===== src/rtl/pll_ctrl_pkg.sv =====
package pll_ctrl_pkg;
    localparam int ADDR_W = 8;
    localparam int DATA_W = 32;
    localparam int RATIO_W = 14;
    localparam int MAIN_W = 11;
    localparam int SWAL_W = 3;
    localparam int GAIN_W = 2;
    localparam int REF_W = 10;
    localparam int PRESC_W = 4;

    // Register byte offsets
    localparam logic [7:0] RF_WORD_OFF = 8'h00;
    localparam logic [7:0] REF_RATIO_OFF = 8'h04;
    localparam logic [7:0] PIN_CONTROL_OFF = 8'h08;
    localparam logic [7:0] LOOP_STATUS_OFF = 8'h0C;

    // Field positions
    localparam int WORD_GAIN_LSB = 14;
    localparam int WORD_MAIN_LSB = 3;
    localparam int CTRL_STROBE_BIT = 0;
    localparam int CTRL_DIR_BIT = 1;
    localparam int CTRL_OE_BIT = 2;
    localparam int STAT_LOCK_BIT = 0;
    localparam int STAT_SINK_BIT = 1;
    localparam int STAT_SOURCE_BIT = 2;
    localparam int STAT_RUN_BIT = 3;
    localparam int PUMP_SINK_BIT = 0;
    localparam int PUMP_SOURCE_BIT = 1;

    // Reset values: open inputs read as ones
    localparam logic [15:0] RF_WORD_RST = 16'hFFFF;
    localparam logic [REF_W-1:0] REF_RATIO_RST = 10'h3FF;
    localparam logic [2:0] PIN_CONTROL_RST = 3'h7;

    // Prescaler moduli
    localparam logic [PRESC_W-1:0] PRESC_LOW_LAST = 4'h7;
    localparam logic [PRESC_W-1:0] PRESC_HIGH_LAST = 4'h8;

    // Lock detector counts
    localparam int LOCK_ERR_MAX_DEF = 4;
    localparam int LOCK_GOOD_DEF = 8;
    localparam int LOCK_CNT_W = 8;
endpackage


===== src/rtl/rf_div_if.sv =====
interface rf_div_if;
    import pll_ctrl_pkg::*;
    logic              hold;
    logic              rf_edge;
    logic [MAIN_W-1:0] main_count;
    logic [SWAL_W-1:0] swallow_count;
    logic              pulse;

    modport ctrl (output hold, output rf_edge, output main_count, output swallow_count,
                  input pulse);
    modport div (input hold, input rf_edge, input main_count, input swallow_count,
                 output pulse);
endinterface


===== src/rtl/parallel_load_pll_divider_control.sv =====
// Contract
// - Host drives RF ratio word; unconnected inputs count as one.
// - RF buffer follows data while strobe high, holds while low.
// - Strobe high resets all counters and disables the charge pump.
// - Strobe low freezes buffers, loads counters and gain, runs everything.
// - Two gain bits choose pump current, buffered like the RF data.
// - Reference divider ratio from ten inputs, open inputs read one.
// - RF divider pulse per division, eight RF cycles long.
// - Reference pulse per division, lasting the reference high period.
// - Direction high sinks when RF leads; low inverts the sense.
// - Direction selects which output carries RF or reference pulses.
// - Divided outputs enabled only while output enable is high.
// - Lock output sink on only while loop judged locked.
module parallel_load_pll_divider_control #(
    parameter int LOCK_ERR_MAX = pll_ctrl_pkg::LOCK_ERR_MAX_DEF,
    parameter int LOCK_GOOD    = pll_ctrl_pkg::LOCK_GOOD_DEF
) (
    input  wire logic                              clk,
    input  wire logic                              reset_n,
    input  wire logic                              psel,
    input  wire logic                              penable,
    input  wire logic                              pwrite,
    input  wire logic [pll_ctrl_pkg::ADDR_W-1:0]   paddr,
    input  wire logic [pll_ctrl_pkg::DATA_W-1:0]   pwdata,
    output logic      [pll_ctrl_pkg::DATA_W-1:0]   prdata,
    output logic                                   pready,
    output logic                                   pslverr,
    input  wire logic                              rf_in,
    input  wire logic                              ref_in,
    output logic                                   first_div_out,
    output logic                                   second_div_out,
    output logic      [1:0]                        pump_current_out,
    output logic      [pll_ctrl_pkg::GAIN_W-1:0]   pump_gain_select,
    output logic                                   lock_sink_on
);
    import pll_ctrl_pkg::*;

    logic [15:0]           rf_word_q;
    logic [REF_W-1:0]      ref_ratio_q;
    logic                  strobe_q;
    logic                  dir_q;
    logic                  oe_q;
    logic [RATIO_W-1:0]    rf_buf_q;
    logic [GAIN_W-1:0]     gain_buf_q;
    logic [GAIN_W-1:0]     gain_sel_q;
    logic [DATA_W-1:0]     prdata_q;
    logic                  pready_q;
    logic                  pslverr_q;
    logic                  rf_prev_q;
    logic                  ref_prev_q;
    logic [REF_W-1:0]      ref_cnt_q;
    logic                  ref_pulse_q;
    logic                  rf_pulse_prev_q;
    logic                  ref_pulse_prev_q;
    logic                  rf_flag_q;
    logic                  ref_flag_q;
    logic [1:0]            pump_q;
    logic [LOCK_CNT_W-1:0] err_q;
    logic [LOCK_CNT_W-1:0] good_q;
    logic                  lock_q;
    logic                  first_q;
    logic                  second_q;
    logic                  divided_rf_pulse;
    logic                  divided_reference_pulse;
    logic                  rf_ev;
    logic                  ref_ev;
    logic                  rf_set;
    logic                  ref_set;
    logic                  apb_done;
    logic                  apb_wr;
    logic [DATA_W-1:0]     rd_mux;
    logic                  addr_ok;
    logic [REF_W-1:0]      ref_last;
    logic                  ref_rise;
    logic [REF_W-1:0]      ref_cnt_d;

    rf_div_if dvi ();

    rf_dual_modulus_divider u_rf_div (
        .clk     (clk),
        .reset_n (reset_n),
        .dv      (dvi.div)
    );

    // APB: one wait state, request completes with pready_q
    assign apb_done = psel && penable && pready_q;
    assign apb_wr = apb_done && pwrite && addr_ok;

    always_comb begin
        rd_mux  = '0;
        addr_ok = 1'b1;
        if (paddr == RF_WORD_OFF) begin
            rd_mux[15:0] = rf_word_q;
        end else if (paddr == REF_RATIO_OFF) begin
            rd_mux[REF_W-1:0] = ref_ratio_q;
        end else if (paddr == PIN_CONTROL_OFF) begin
            rd_mux[CTRL_STROBE_BIT] = strobe_q;
            rd_mux[CTRL_DIR_BIT]    = dir_q;
            rd_mux[CTRL_OE_BIT]     = oe_q;
        end else if (paddr == LOOP_STATUS_OFF) begin
            rd_mux[STAT_LOCK_BIT]   = lock_q;
            rd_mux[STAT_SINK_BIT]   = pump_q[PUMP_SINK_BIT];
            rd_mux[STAT_SOURCE_BIT] = pump_q[PUMP_SOURCE_BIT];
            rd_mux[STAT_RUN_BIT]    = !strobe_q;
        end else begin
            addr_ok = 1'b0;
        end
    end

    always_ff @(posedge clk) begin
        if (!reset_n) begin
            pready_q  <= 1'b0;
            pslverr_q <= 1'b0;
            prdata_q  <= '0;
        end else begin
            pready_q  <= psel && penable && !pready_q;
            pslverr_q <= psel && penable && !pready_q && !addr_ok;
            prdata_q  <= (psel && penable && !pready_q && !pwrite) ? rd_mux : '0;
        end
    end

    always_ff @(posedge clk) begin
        if (!reset_n) begin
            rf_word_q   <= RF_WORD_RST;
            ref_ratio_q <= REF_RATIO_RST;
            strobe_q    <= PIN_CONTROL_RST[CTRL_STROBE_BIT];
            dir_q       <= PIN_CONTROL_RST[CTRL_DIR_BIT];
            oe_q        <= PIN_CONTROL_RST[CTRL_OE_BIT];
        end else if (apb_wr) begin
            if (paddr == RF_WORD_OFF) begin
                rf_word_q <= pwdata[15:0];
            end else if (paddr == REF_RATIO_OFF) begin
                ref_ratio_q <= pwdata[REF_W-1:0];
            end else if (paddr == PIN_CONTROL_OFF) begin
                strobe_q <= pwdata[CTRL_STROBE_BIT];
                dir_q    <= pwdata[CTRL_DIR_BIT];
                oe_q     <= pwdata[CTRL_OE_BIT];
            end
        end
    end

    // gain bits share the buffer timing
    always_ff @(posedge clk) begin
        if (!reset_n) begin
            rf_buf_q   <= RF_WORD_RST[RATIO_W-1:0];
            gain_buf_q <= RF_WORD_RST[WORD_GAIN_LSB +: GAIN_W];
        end else if (strobe_q) begin
            rf_buf_q   <= rf_word_q[RATIO_W-1:0];
            gain_buf_q <= rf_word_q[WORD_GAIN_LSB +: GAIN_W];
        end
    end

    always_ff @(posedge clk) begin
        if (!reset_n) begin
            gain_sel_q <= RF_WORD_RST[WORD_GAIN_LSB +: GAIN_W];
        end else if (!strobe_q) begin
            gain_sel_q <= gain_buf_q;
        end
    end

    assign dvi.hold = strobe_q;
    assign dvi.rf_edge = rf_in && !rf_prev_q;
    assign dvi.main_count = rf_buf_q[WORD_MAIN_LSB +: MAIN_W];
    assign dvi.swallow_count = rf_buf_q[SWAL_W-1:0];
    assign divided_rf_pulse = dvi.pulse;

    // Edge history of the sampled inputs and of the divided pulses
    always_ff @(posedge clk) begin
        if (!reset_n) begin
            rf_prev_q        <= 1'b0;
            ref_prev_q       <= 1'b0;
            rf_pulse_prev_q  <= 1'b0;
            ref_pulse_prev_q <= 1'b0;
        end else begin
            rf_prev_q        <= rf_in;
            ref_prev_q       <= ref_in;
            rf_pulse_prev_q  <= divided_rf_pulse;
            ref_pulse_prev_q <= divided_reference_pulse;
        end
    end

    // Ratio of zero behaves as one
    assign ref_last = (ref_ratio_q == '0) ? '0 : ref_ratio_q - 10'h001;
    assign ref_rise = ref_in && !ref_prev_q;

    // Pulse uses the count of the period just begun, else it splits in two
    assign ref_cnt_d = !ref_rise ? ref_cnt_q
                     : ((ref_cnt_q >= ref_last) ? '0 : ref_cnt_q + 10'h001);

    always_ff @(posedge clk) begin
        if (!reset_n || strobe_q) begin
            ref_cnt_q <= '0;
        end else begin
            ref_cnt_q <= ref_cnt_d;
        end
    end

    always_ff @(posedge clk) begin
        if (!reset_n || strobe_q) begin
            ref_pulse_q <= 1'b0;
        end else begin
            ref_pulse_q <= ref_in && (ref_cnt_d == ref_last);
        end
    end

    assign divided_reference_pulse = ref_pulse_q;

    // Phase/frequency detector on leading edges
    assign rf_ev = divided_rf_pulse && !rf_pulse_prev_q;
    assign ref_ev = divided_reference_pulse && !ref_pulse_prev_q;
    assign rf_set = rf_flag_q || rf_ev;
    assign ref_set = ref_flag_q || ref_ev;

    // Both set clears both, so no dead band
    always_ff @(posedge clk) begin
        if (!reset_n || strobe_q) begin
            rf_flag_q  <= 1'b0;
            ref_flag_q <= 1'b0;
        end else if (rf_set && ref_set) begin
            rf_flag_q  <= 1'b0;
            ref_flag_q <= 1'b0;
        end else begin
            rf_flag_q  <= rf_set;
            ref_flag_q <= ref_set;
        end
    end

    always_ff @(posedge clk) begin
        if (!reset_n || strobe_q) begin
            pump_q <= 2'h0;
        end else if (dir_q) begin
            pump_q[PUMP_SINK_BIT]   <= rf_flag_q;
            pump_q[PUMP_SOURCE_BIT] <= ref_flag_q;
        end else begin
            pump_q[PUMP_SINK_BIT]   <= ref_flag_q;
            pump_q[PUMP_SOURCE_BIT] <= rf_flag_q;
        end
    end

    always_ff @(posedge clk) begin
        if (!reset_n || strobe_q) begin
            err_q  <= '0;
            good_q <= '0;
            lock_q <= 1'b0;
        end else if (ref_ev) begin
            err_q <= '0;
            if (err_q <= LOCK_CNT_W'(LOCK_ERR_MAX)) begin
                if (good_q >= LOCK_CNT_W'(LOCK_GOOD)) begin
                    lock_q <= 1'b1;
                end else begin
                    good_q <= good_q + 8'h01;
                end
            end else begin
                good_q <= '0;
                lock_q <= 1'b0;
            end
        end else if ((rf_flag_q || ref_flag_q) && err_q != '1) begin
            err_q <= err_q + 8'h01;
        end
    end

    always_ff @(posedge clk) begin
        if (!reset_n) begin
            first_q  <= 1'b0;
            second_q <= 1'b0;
        end else begin
            first_q  <= oe_q && (dir_q ? divided_rf_pulse : divided_reference_pulse);
            second_q <= oe_q && (dir_q ? divided_reference_pulse : divided_rf_pulse);
        end
    end

    assign prdata = prdata_q;
    assign pready = pready_q;
    assign pslverr = pslverr_q;
    assign first_div_out = first_q;
    assign second_div_out = second_q;
    assign pump_current_out = pump_q;
    assign pump_gain_select = gain_sel_q;
    assign lock_sink_on = lock_q;

    a_pump_off_strobe: assert property (@(posedge clk) disable iff (!reset_n)
        strobe_q |=> pump_current_out == 2'h0)
        else $error("pump active during strobe");
    a_ref_held: assert property (@(posedge clk) disable iff (!reset_n)
        strobe_q |=> ref_cnt_q == '0 && !divided_reference_pulse)
        else $error("reference counter not held");
    a_buf_frozen: assert property (@(posedge clk) disable iff (!reset_n)
        !strobe_q |=> $stable(rf_buf_q) && $stable(gain_buf_q))
        else $error("buffer changed with strobe low");
    a_buf_follow: assert property (@(posedge clk) disable iff (!reset_n)
        strobe_q |=> rf_buf_q == $past(rf_word_q[RATIO_W-1:0]))
        else $error("buffer not transparent");
    a_gain_load: assert property (@(posedge clk) disable iff (!reset_n)
        !strobe_q ##1 !strobe_q |=> pump_gain_select == $past(gain_buf_q, 2))
        else $error("gain not loaded from buffer");
    a_out_disabled: assert property (@(posedge clk) disable iff (!reset_n)
        !oe_q |=> !first_div_out && !second_div_out)
        else $error("output active while disabled");
    a_swap_low: assert property (@(posedge clk) disable iff (!reset_n)
        oe_q && !dir_q |=> first_div_out == $past(divided_reference_pulse)
                          && second_div_out == $past(divided_rf_pulse))
        else $error("outputs not swapped");
    a_dir_sense: assert property (@(posedge clk) disable iff (!reset_n)
        !strobe_q && dir_q && rf_flag_q && !ref_flag_q
        |=> pump_current_out[PUMP_SINK_BIT] && !pump_current_out[PUMP_SOURCE_BIT])
        else $error("pump sense wrong");
    a_ref_width: assert property (@(posedge clk) disable iff (!reset_n)
        divided_reference_pulse |-> $past(ref_in))
        else $error("reference pulse outside high period");
    a_lock_drop: assert property (@(posedge clk) disable iff (!reset_n)
        strobe_q |=> !lock_sink_on)
        else $error("lock held during strobe");
    a_lock_bad: assert property (@(posedge clk) disable iff (!reset_n)
        ref_ev && err_q > LOCK_CNT_W'(LOCK_ERR_MAX) |=> !lock_sink_on)
        else $error("lock kept after bad period");
    a_gain_hold: assert property (@(posedge clk) disable iff (!reset_n)
        strobe_q |=> $stable(pump_gain_select))
        else $error("gain changed during strobe");
    a_pump_single: assert property (@(posedge clk) disable iff (!reset_n)
        !(pump_current_out[PUMP_SINK_BIT] && pump_current_out[PUMP_SOURCE_BIT]))
        else $error("pump sinks and sources at once");
    a_swap_high: assert property (@(posedge clk) disable iff (!reset_n)
        oe_q && dir_q |=> first_div_out == $past(divided_rf_pulse)
                         && second_div_out == $past(divided_reference_pulse))
        else $error("outputs not routed");
    a_rf_held: assert property (@(posedge clk) disable iff (!reset_n)
        strobe_q |=> !divided_rf_pulse)
        else $error("RF divider running under strobe");
    c_strobe_fall: cover property (@(posedge clk) disable iff (!reset_n) $fell(strobe_q));
    c_lock_rise: cover property (@(posedge clk) disable iff (!reset_n) $rose(lock_q));
    c_swap_out: cover property (@(posedge clk) disable iff (!reset_n)
        !dir_q && second_div_out);
    c_both_flags: cover property (@(posedge clk) disable iff (!reset_n) rf_ev && ref_flag_q);
endmodule


===== src/rtl/rf_dual_modulus_divider.sv =====
module rf_dual_modulus_divider (
    input wire logic clk,
    input wire logic reset_n,
    rf_div_if.div    dv
);
    import pll_ctrl_pkg::*;

    logic [PRESC_W-1:0] presc_q;
    logic [MAIN_W-1:0]  main_q;
    logic [SWAL_W-1:0]  swal_q;
    logic               pulse_q;
    logic [PRESC_W-1:0] presc_last;

    // Divide by nine while swallowing, else by eight
    assign presc_last = (swal_q != '0) ? PRESC_HIGH_LAST : PRESC_LOW_LAST;

    always_ff @(posedge clk) begin
        if (!reset_n || dv.hold) begin
            presc_q <= '0;
            main_q  <= dv.main_count;
            swal_q  <= dv.swallow_count;
        end else if (dv.rf_edge) begin
            if (presc_q == presc_last) begin
                presc_q <= '0;
                if (main_q <= 11'h001) begin
                    main_q <= dv.main_count;
                    swal_q <= dv.swallow_count;
                end else begin
                    main_q <= main_q - 11'h001;
                    if (swal_q != '0) begin
                        swal_q <= swal_q - 3'h1;
                    end
                end
            end else begin
                presc_q <= presc_q + 4'h1;
            end
        end
    end

    always_ff @(posedge clk) begin
        if (!reset_n || dv.hold) begin
            pulse_q <= 1'b0;
        end else begin
            pulse_q <= (main_q <= 11'h001);
        end
    end

    assign dv.pulse = pulse_q;

    a_presc_range: assert property (@(posedge clk) disable iff (!reset_n)
        presc_q <= PRESC_HIGH_LAST)
        else $error("prescaler count out of range");
    a_hold_reload: assert property (@(posedge clk) disable iff (!reset_n)
        dv.hold |=> (main_q == $past(dv.main_count)) && (presc_q == '0) && !pulse_q)
        else $error("counters not reloaded under strobe");
    c_rf_pulse: cover property (@(posedge clk) disable iff (!reset_n) $rose(pulse_q));
endmodule


===== config.mk =====
export PLATFORM = sky130hd
export DESIGN_NAME = parallel_load_pll_divider_control
export DESIGN_NICKNAME = d
export VERILOG_FILES = /design/src/rtl/pll_ctrl_pkg.sv /design/src/rtl/rf_div_if.sv /design/src/rtl/parallel_load_pll_divider_control.sv /design/src/rtl/rf_dual_modulus_divider.sv
export SDC_FILE = /design/constraint.sdc
export NUM_CORES = 1
export LEC_CHECK = 0
export BUFFER_PORTS_ARGS = -buffer_cell sky130_fd_sc_hd__buf_4
export CORE_MARGIN = 2
export CORE_UTILIZATION = 60
export DETAILED_ROUTE_END_ITERATION = 7
export GPL_TIMING_DRIVEN = 0
export PLACE_DENSITY = 0.8
export SETUP_SLACK_MARGIN = 0.5
export SLEW_MARGIN = 10
export SYNTH_ARGS = -nofsm -noshare
export SYNTH_HDL_FRONTEND = slang
export SYNTH_HIERARCHICAL = 1
export SYNTH_SLANG_ARGS = --single-unit
export TNS_END_PERCENT = 20

===== constraint.sdc =====
create_clock -name clk -period 8.72 [get_ports clk]
set_input_delay 0.436 -clock clk [delete_from_list [all_inputs] [get_ports clk]]
set_output_delay 0.436 -clock clk [all_outputs]
set_load 0.005 [all_outputs]

**Yosys cells after proc, flatten, opt, wreduce, memory -nomap -nowiden**

Cells that the tools add are included.

- Register bits: 138
- Input port bits: 47
- Output and inout port bits: 41

- $add $sub $neg: 7
- Magnitude comparators: 4
- Equal/unequal tests: 8
- Muxes and demuxes: 31
- Bitwise logic cells: 2
- Reduce and logical (&&, ||, !) cells: 46

Operator list:

| cell | number |
|---|---|
| $mux 11 | 4 |
| $mux 10 | 4 |
| $mux 3 | 6 |
| $add 8x1->8 const B | 2 |
| $eq 8x4->1 const B | 2 |
| $logic_and 1x1->1 | 16 |
| $mux 4 | 4 |
| $mux 8 | 2 |
| $le 11x1->1 const B | 1 |
| $sub 11x1->11 const B | 1 |
| $add 10x1->10 const B | 1 |
| $eq 10x10->1 | 1 |
| $ge 10x10->1 | 1 |
| $logic_not 10->1 | 1 |
| $reduce_and 2->1 | 5 |
| $sub 10x1->10 const B | 1 |
| $logic_not 1->1 | 9 |
| $mux 1 | 9 |
| $reduce_and 3->1 | 3 |
| $eq 8x3->1 const B | 1 |
| $ge 8x4->1 const B | 1 |
| $le 8x3->1 const B | 1 |
| $logic_not 8->1 | 1 |
| $ne 8x8->1 const B | 1 |
| other kinds (13) | 20 |

**Logic depth before layout (Yosys ltp)**

- Depth after elaboration: 7
- Mapped depth: 15

**Modules after synthesis**

The synthesis kept the hierarchy.

By module, submodules not included:

| module | instances | cells each | area an instance (µm²) | seq. area each (µm²) |
|---|---|---|---|---|
| parallel_load_pll_divider_control | 1 | 571 | 4838.4 | 2062.0 |
| rf_dual_modulus_divider | 1 | 101 | 1068.5 | 520.5 |

**Worst setup path after synthesis**

Ideal clock, no wire load.

- Path type: flip-flop to flip-flop
- From: register ref_ratio_q[0]
- To: register ref_pulse_q, in the netlist divided_reference_pulse
- Library setup time: 122 ps
- Arrival: 3261 ps
- Slack: 5337 ps
- Cell stages (with the launch flop): 15
- Cell sequence: dfxtp_1 > inv_1 > ha_1 > or4b_1 > o41a_1 > a41oi_2 > ha_1 > nand2_1 > nor2_1 > a2111oi_2 > nand2_1 > or4_1 > o2111ai_1 > a211o_1 > nor4_2

- Cells in the longest elaborated chain, start to end: 7
- Elaborated cells between the ends (all ways): 8
- Classes of those cells: 1 x add/sub; 1 x order compare; 1 x eq/ne; 3 x mux; 2 x reduce/logical

Ends and longest elaborated chain:

| item | RTL line | source |
|---|---|---|
| from (decl) | parallel_load_pll_divider_control.sv:39 | `logic [REF_W-1:0] ref_ratio_q;` |
| from (signal assigned) | parallel_load_pll_divider_control.sv:133 | `ref_ratio_q <= pwdata[REF_W-1:0];` |
| $sub 10x1->10 or $logic_not 10->1 (tied branches) | parallel_load_pll_divider_control.sv:183 | `assign ref_last = (ref_ratio_q == '0) ? '0 : ref_ratio_q - 10'h001;` |
| $mux 10 * | parallel_load_pll_divider_control.sv:183 |  |
| $ge 10x10->1 | parallel_load_pll_divider_control.sv:188 | `: ((ref_cnt_q >= ref_last) ? '0 : ref_cnt_q + 10'h001);` |
| $mux 10 | parallel_load_pll_divider_control.sv:188 |  |
| $mux 10 | parallel_load_pll_divider_control.sv:187 | `assign ref_cnt_d = !ref_rise ? ref_cnt_q` |
| $eq 10x10->1 * | parallel_load_pll_divider_control.sv:202 | `ref_pulse_q <= ref_in && (ref_cnt_d == ref_last);` |
| $logic_and 1x1->1 * | parallel_load_pll_divider_control.sv:202 |  |
| to (signal assigned) | parallel_load_pll_divider_control.sv:202 |  |
| to (decl) | parallel_load_pll_divider_control.sv:52 | `logic ref_pulse_q;` |

Mark *: on every way between the ends. The rest lies on a longest branch, timed or not.
A chain may end at the register's enable or synchronous reset.

**Worst setup path in the final report**

Same ends and word-level chain as after synthesis.

==> flow_metrics.py <==
metrics = {
    "setup_path": {
        "worstPathRequired_ps": 9120,
        "r2r_setup_slack_ps": 4690,
        "crit_end": "divided_reference_pulse$_SDFF_PP0_",
        "path_class": "flip-flop to flip-flop",
        "r2r_end": "divided_reference_pulse$_SDFF_PP0_",
        "worstRegToRegCells": 14,
        "end_kind": "flip-flop",
        "path_depth": 14,
        "worstPathArrival_ps": 4430,
        "path_delay_family": "compound AO/OA/AOI/OAI gates",
        "r2r-start": "ref_ratio_q[0]$_SDFFE_PN1P_",
        "crit_chain": "inv_1, ha_1, or4b_1, o41a_1, a41oi_2, ha_1, nand4_1, nor4_1, a2111oi_2, nand2_1, o31ai_1, nand2_1, a211o_1, nor4_2",
        "startpoint": "ref_ratio_q[0]$_SDFFE_PN1P_",
        "cp_max_fo": 5,
        "start_kind": "flip-flop",
        "crit_slowest_cell": "or4b_1",
        "slowest_delay_ps": 530,
        "cp_num_buf_inv": 1,
    },
    "clocking": {
        "ctsLongestPathBuffers": 2,
        "post_cts_buffers": 0,
        "hold_buffers": 0,
        "cts_made_buffers": 17,
        "cts_tree": "built",
        "clock_latency_ps": 510,
        "clkTransAtPathRegs_ps": 50,
        "cts_sinks": 122,
        "clockRootBuffer": "clkbuf_8",
        "ctsResizeCount": 0,
        "htree_levels": 4,
    },
    "yosys": {
        "synthDistinctLibCells": 68,
        "ys_ff_latch": 122,
        "synth_ff_type": "dfxtp_1",
        "synthesis.area_mm2": 0.005907,
        "syn_area_per_cell_um2": 8.790,
        "syn_inst": 672,
        "synth_async_sr_flop_share_pct": 0,
        "synth-seq-area-share_pct": 43.72,
        "yosysWarnings": 6,
        "synth_edf_count": 14,
    },
    "power_and_ir_drop": {
        "power.density_mw_per_mm2": 177.5,
        "total_power_mw": 1.258,
        "ir_worst_vdd_uv": 119.4,
        "p_leak_nw": 3.069,
    },
    "detailed_routing": {
        "viasPerCell": 5.521,
        "vias": 5002,
        "drt_first_pass_iters": 6,
        "drt-total-wl_mm": 13.77,
        "wl_per_cell_um": 15.20,
        "final_antenna_net_count": 0,
        "drt_iter0_drc": 289,
        "post-route-drc-count": 0,
    },
    "sta": {
        "fmax_ghz": 0.2479,
        "fin_skew_ps": 7.767,
        "drv_slew": 0,
        "relSlewSlack_pct": 47.86,
        "fin_ws_ps": 4686,
        "setup_viol": 0,
        "hold_ws_ps": 123.9,
        "tns_ps": 0,
        "min_period_over_period_pct": 46.26,
        "min_period_ps": 4034,
        "worstMarginPinSlew_ps": 782.1,
        "rsz0062_at_grt": "no",
        "hold_viol": 0,
    },
    "placement": {
        "routabilityCongestion": 0.9074,
        "io_buffers": 54,
        "dpl.hpwl_mm": 10.17,
        "dp_slack_ps": 4771,
    },
    "floorplanning": {
        "io_pins": 88,
        "rows": 36,
        "fp.dieW_um": 103.2,
        "die_height_um": 103.2,
        "die_area_mm2": 0.01065,
        "start_util_pct": 60.99,
        "core_area_mm2": 0.009684,
    },
    "status": {
        "status": "completed",
    },
    "layout": {
        "nets": 828,
        "num_antenna_cells": 0,
        "final_common_cell": "dfxtp_1",
        "mostFrequentLayoutCells": "108 x dfxtp_1, 100 x nand2_1, 75 x nor2_1",
        "syn_to_final_growth_pct": 19.95,
        "drive_above_1_share_pct": 16.04,
        "fin_util_pct": 73.17,
    },
    "worst_hold_path": {
        "whs_path_depth": 2,
        "hold_path_class": "input pin to flip-flop",
    },
    "grt": {
        "grt_pass1_wl_mm": 22.47,
        "antenna_found_initial": 0,
        "grt_max_degree": 17,
        "grt_overflow": 0,
        "grtUsageTotal_pct": 27.28,
        "grt_pass1_vias": 4788,
    },
    "run": {
        "drv_cap": 0,
    },
}
per-layer routing:
metal	part of all wire, %	up-vias	track usage, %	wire length (µm)
li1	-	2483	-	-
met1	43	2351	34.24	5938
met2	50	144	46.25	6878
met3	5.4	24	5.578	744
met4	1.5	0	10.73	210
met5	0	-	0	0
cells by family (layout without fill, tap and decap cells):
logic type      after synthesis  after routing  share of synthesized area, %
simple gates                304            304                         25.27
buf+inv                      65            151                         5.295
mux                          29             29                         4.978
xor+xnor                     31             31                         4.830
fa+ha+maj                    21             21                         4.448
flops                       122            122                         43.72
other cells                   1             16                       0.06348
compound gates               99             99                         11.40
cells in the mapped netlist (4+ instances only):
| cell type | number | area share [%] |
|---|---|---|
| xnor2_1 | 15 | 2.2 |
| a31oi_1 | 4 | 0.42 |
| edfxtp_1 | 14 | 7.1 |
| a21oi_1 | 36 | 3.1 |
| or3_1 | 6 | 0.64 |
| mux2i_1 | 26 | 4.4 |
| nand2b_1 | 12 | 1.3 |
| o21ai_0 | 11 | 0.93 |
| nor2_1 | 75 | 4.8 |
| buf_4 | 16 | 2.0 |
| ha_1 | 21 | 4.4 |
| nand3_1 | 31 | 2.6 |
| nor4_1 | 4 | 0.42 |
| and2_1 | 14 | 1.5 |
| and3_1 | 5 | 0.53 |
| buf_2 | 6 | 0.51 |
| inv_1 | 24 | 1.5 |
| nor2b_1 | 5 | 0.53 |
| o211ai_1 | 4 | 0.51 |
| xor2_1 | 15 | 2.2 |
| nand2_1 | 100 | 6.4 |
| nor3_1 | 16 | 1.4 |
| o31ai_1 | 4 | 0.51 |
| a21o_1 | 7 | 0.89 |
| dfxtp_1 | 108 | 37 |
| clkbuf_1 | 17 | 1.1 |
| a22o_1 | 6 | 0.89 |
| nand4_1 | 11 | 1.2 |
layout make-up:
cell class / count / area (µm²)
flip-flops and latches: 122 / 2582
multi-input cells: 500 / 3068
well taps: 133 / 166.4
clock inverters: 12 / 125.1
clock buffers: 20 / 425.4
fillers: 704 / 2599
repair buffers: 54 / 405.4
plain buffers: 40 / 217.7
inverters: 25 / 95.09
flip-flops by register name (all words and copies together) (netlist names), 2 cells and up:
signal,count
err_q,8
gain_buf_q,2
good_q,8
prdata,16
pump_current_out,2
pump_gain_select,2
ref_cnt_q,10
ref_ratio_q,10
rf_buf_q,14
rf_word_q,16
u_rf_div/main_q,11
u_rf_div/presc_q,4
u_rf_div/swal_q,3
worst min path at each step:
stage                                           from                          endpoint  slack [ps]
global route                                  pwrite              prdata[2]$_SDFF_PN0_         100
CTS                                           pwrite              prdata[2]$_SDFF_PN0_         110
global placement    pump_gain_select[0]$_SDFFE_PN1N_  pump_gain_select[0]$_SDFFE_PN1N_         450
finish                                        pwrite              prdata[2]$_SDFF_PN0_         120
floorplan                   rf_buf_q[0]$_SDFFE_PN1P_          rf_buf_q[0]$_SDFFE_PN1P_         440
detailed placement  pump_gain_select[0]$_SDFFE_PN1N_  pump_gain_select[0]$_SDFFE_PN1N_         450
report_power, final:
part	internal (mW)	total (mW)	leakage (nW)	switching, mW
clock	0.404	0.655	0.256	0.251
sequential	0.567	0.568	0.984	0.000575
combinational	0.0178	0.0348	1.83	0.0170
stage by stage:
step	instance area, µm²	std cells
2_1_floorplan	5963	687
3_3_place_gp	6535	874
3_5_place_dp	6535	874
4_1_cts	7086	906
5_1_grt	7086	906
6_report	7086	906
(Power assumes the default switching activity.)
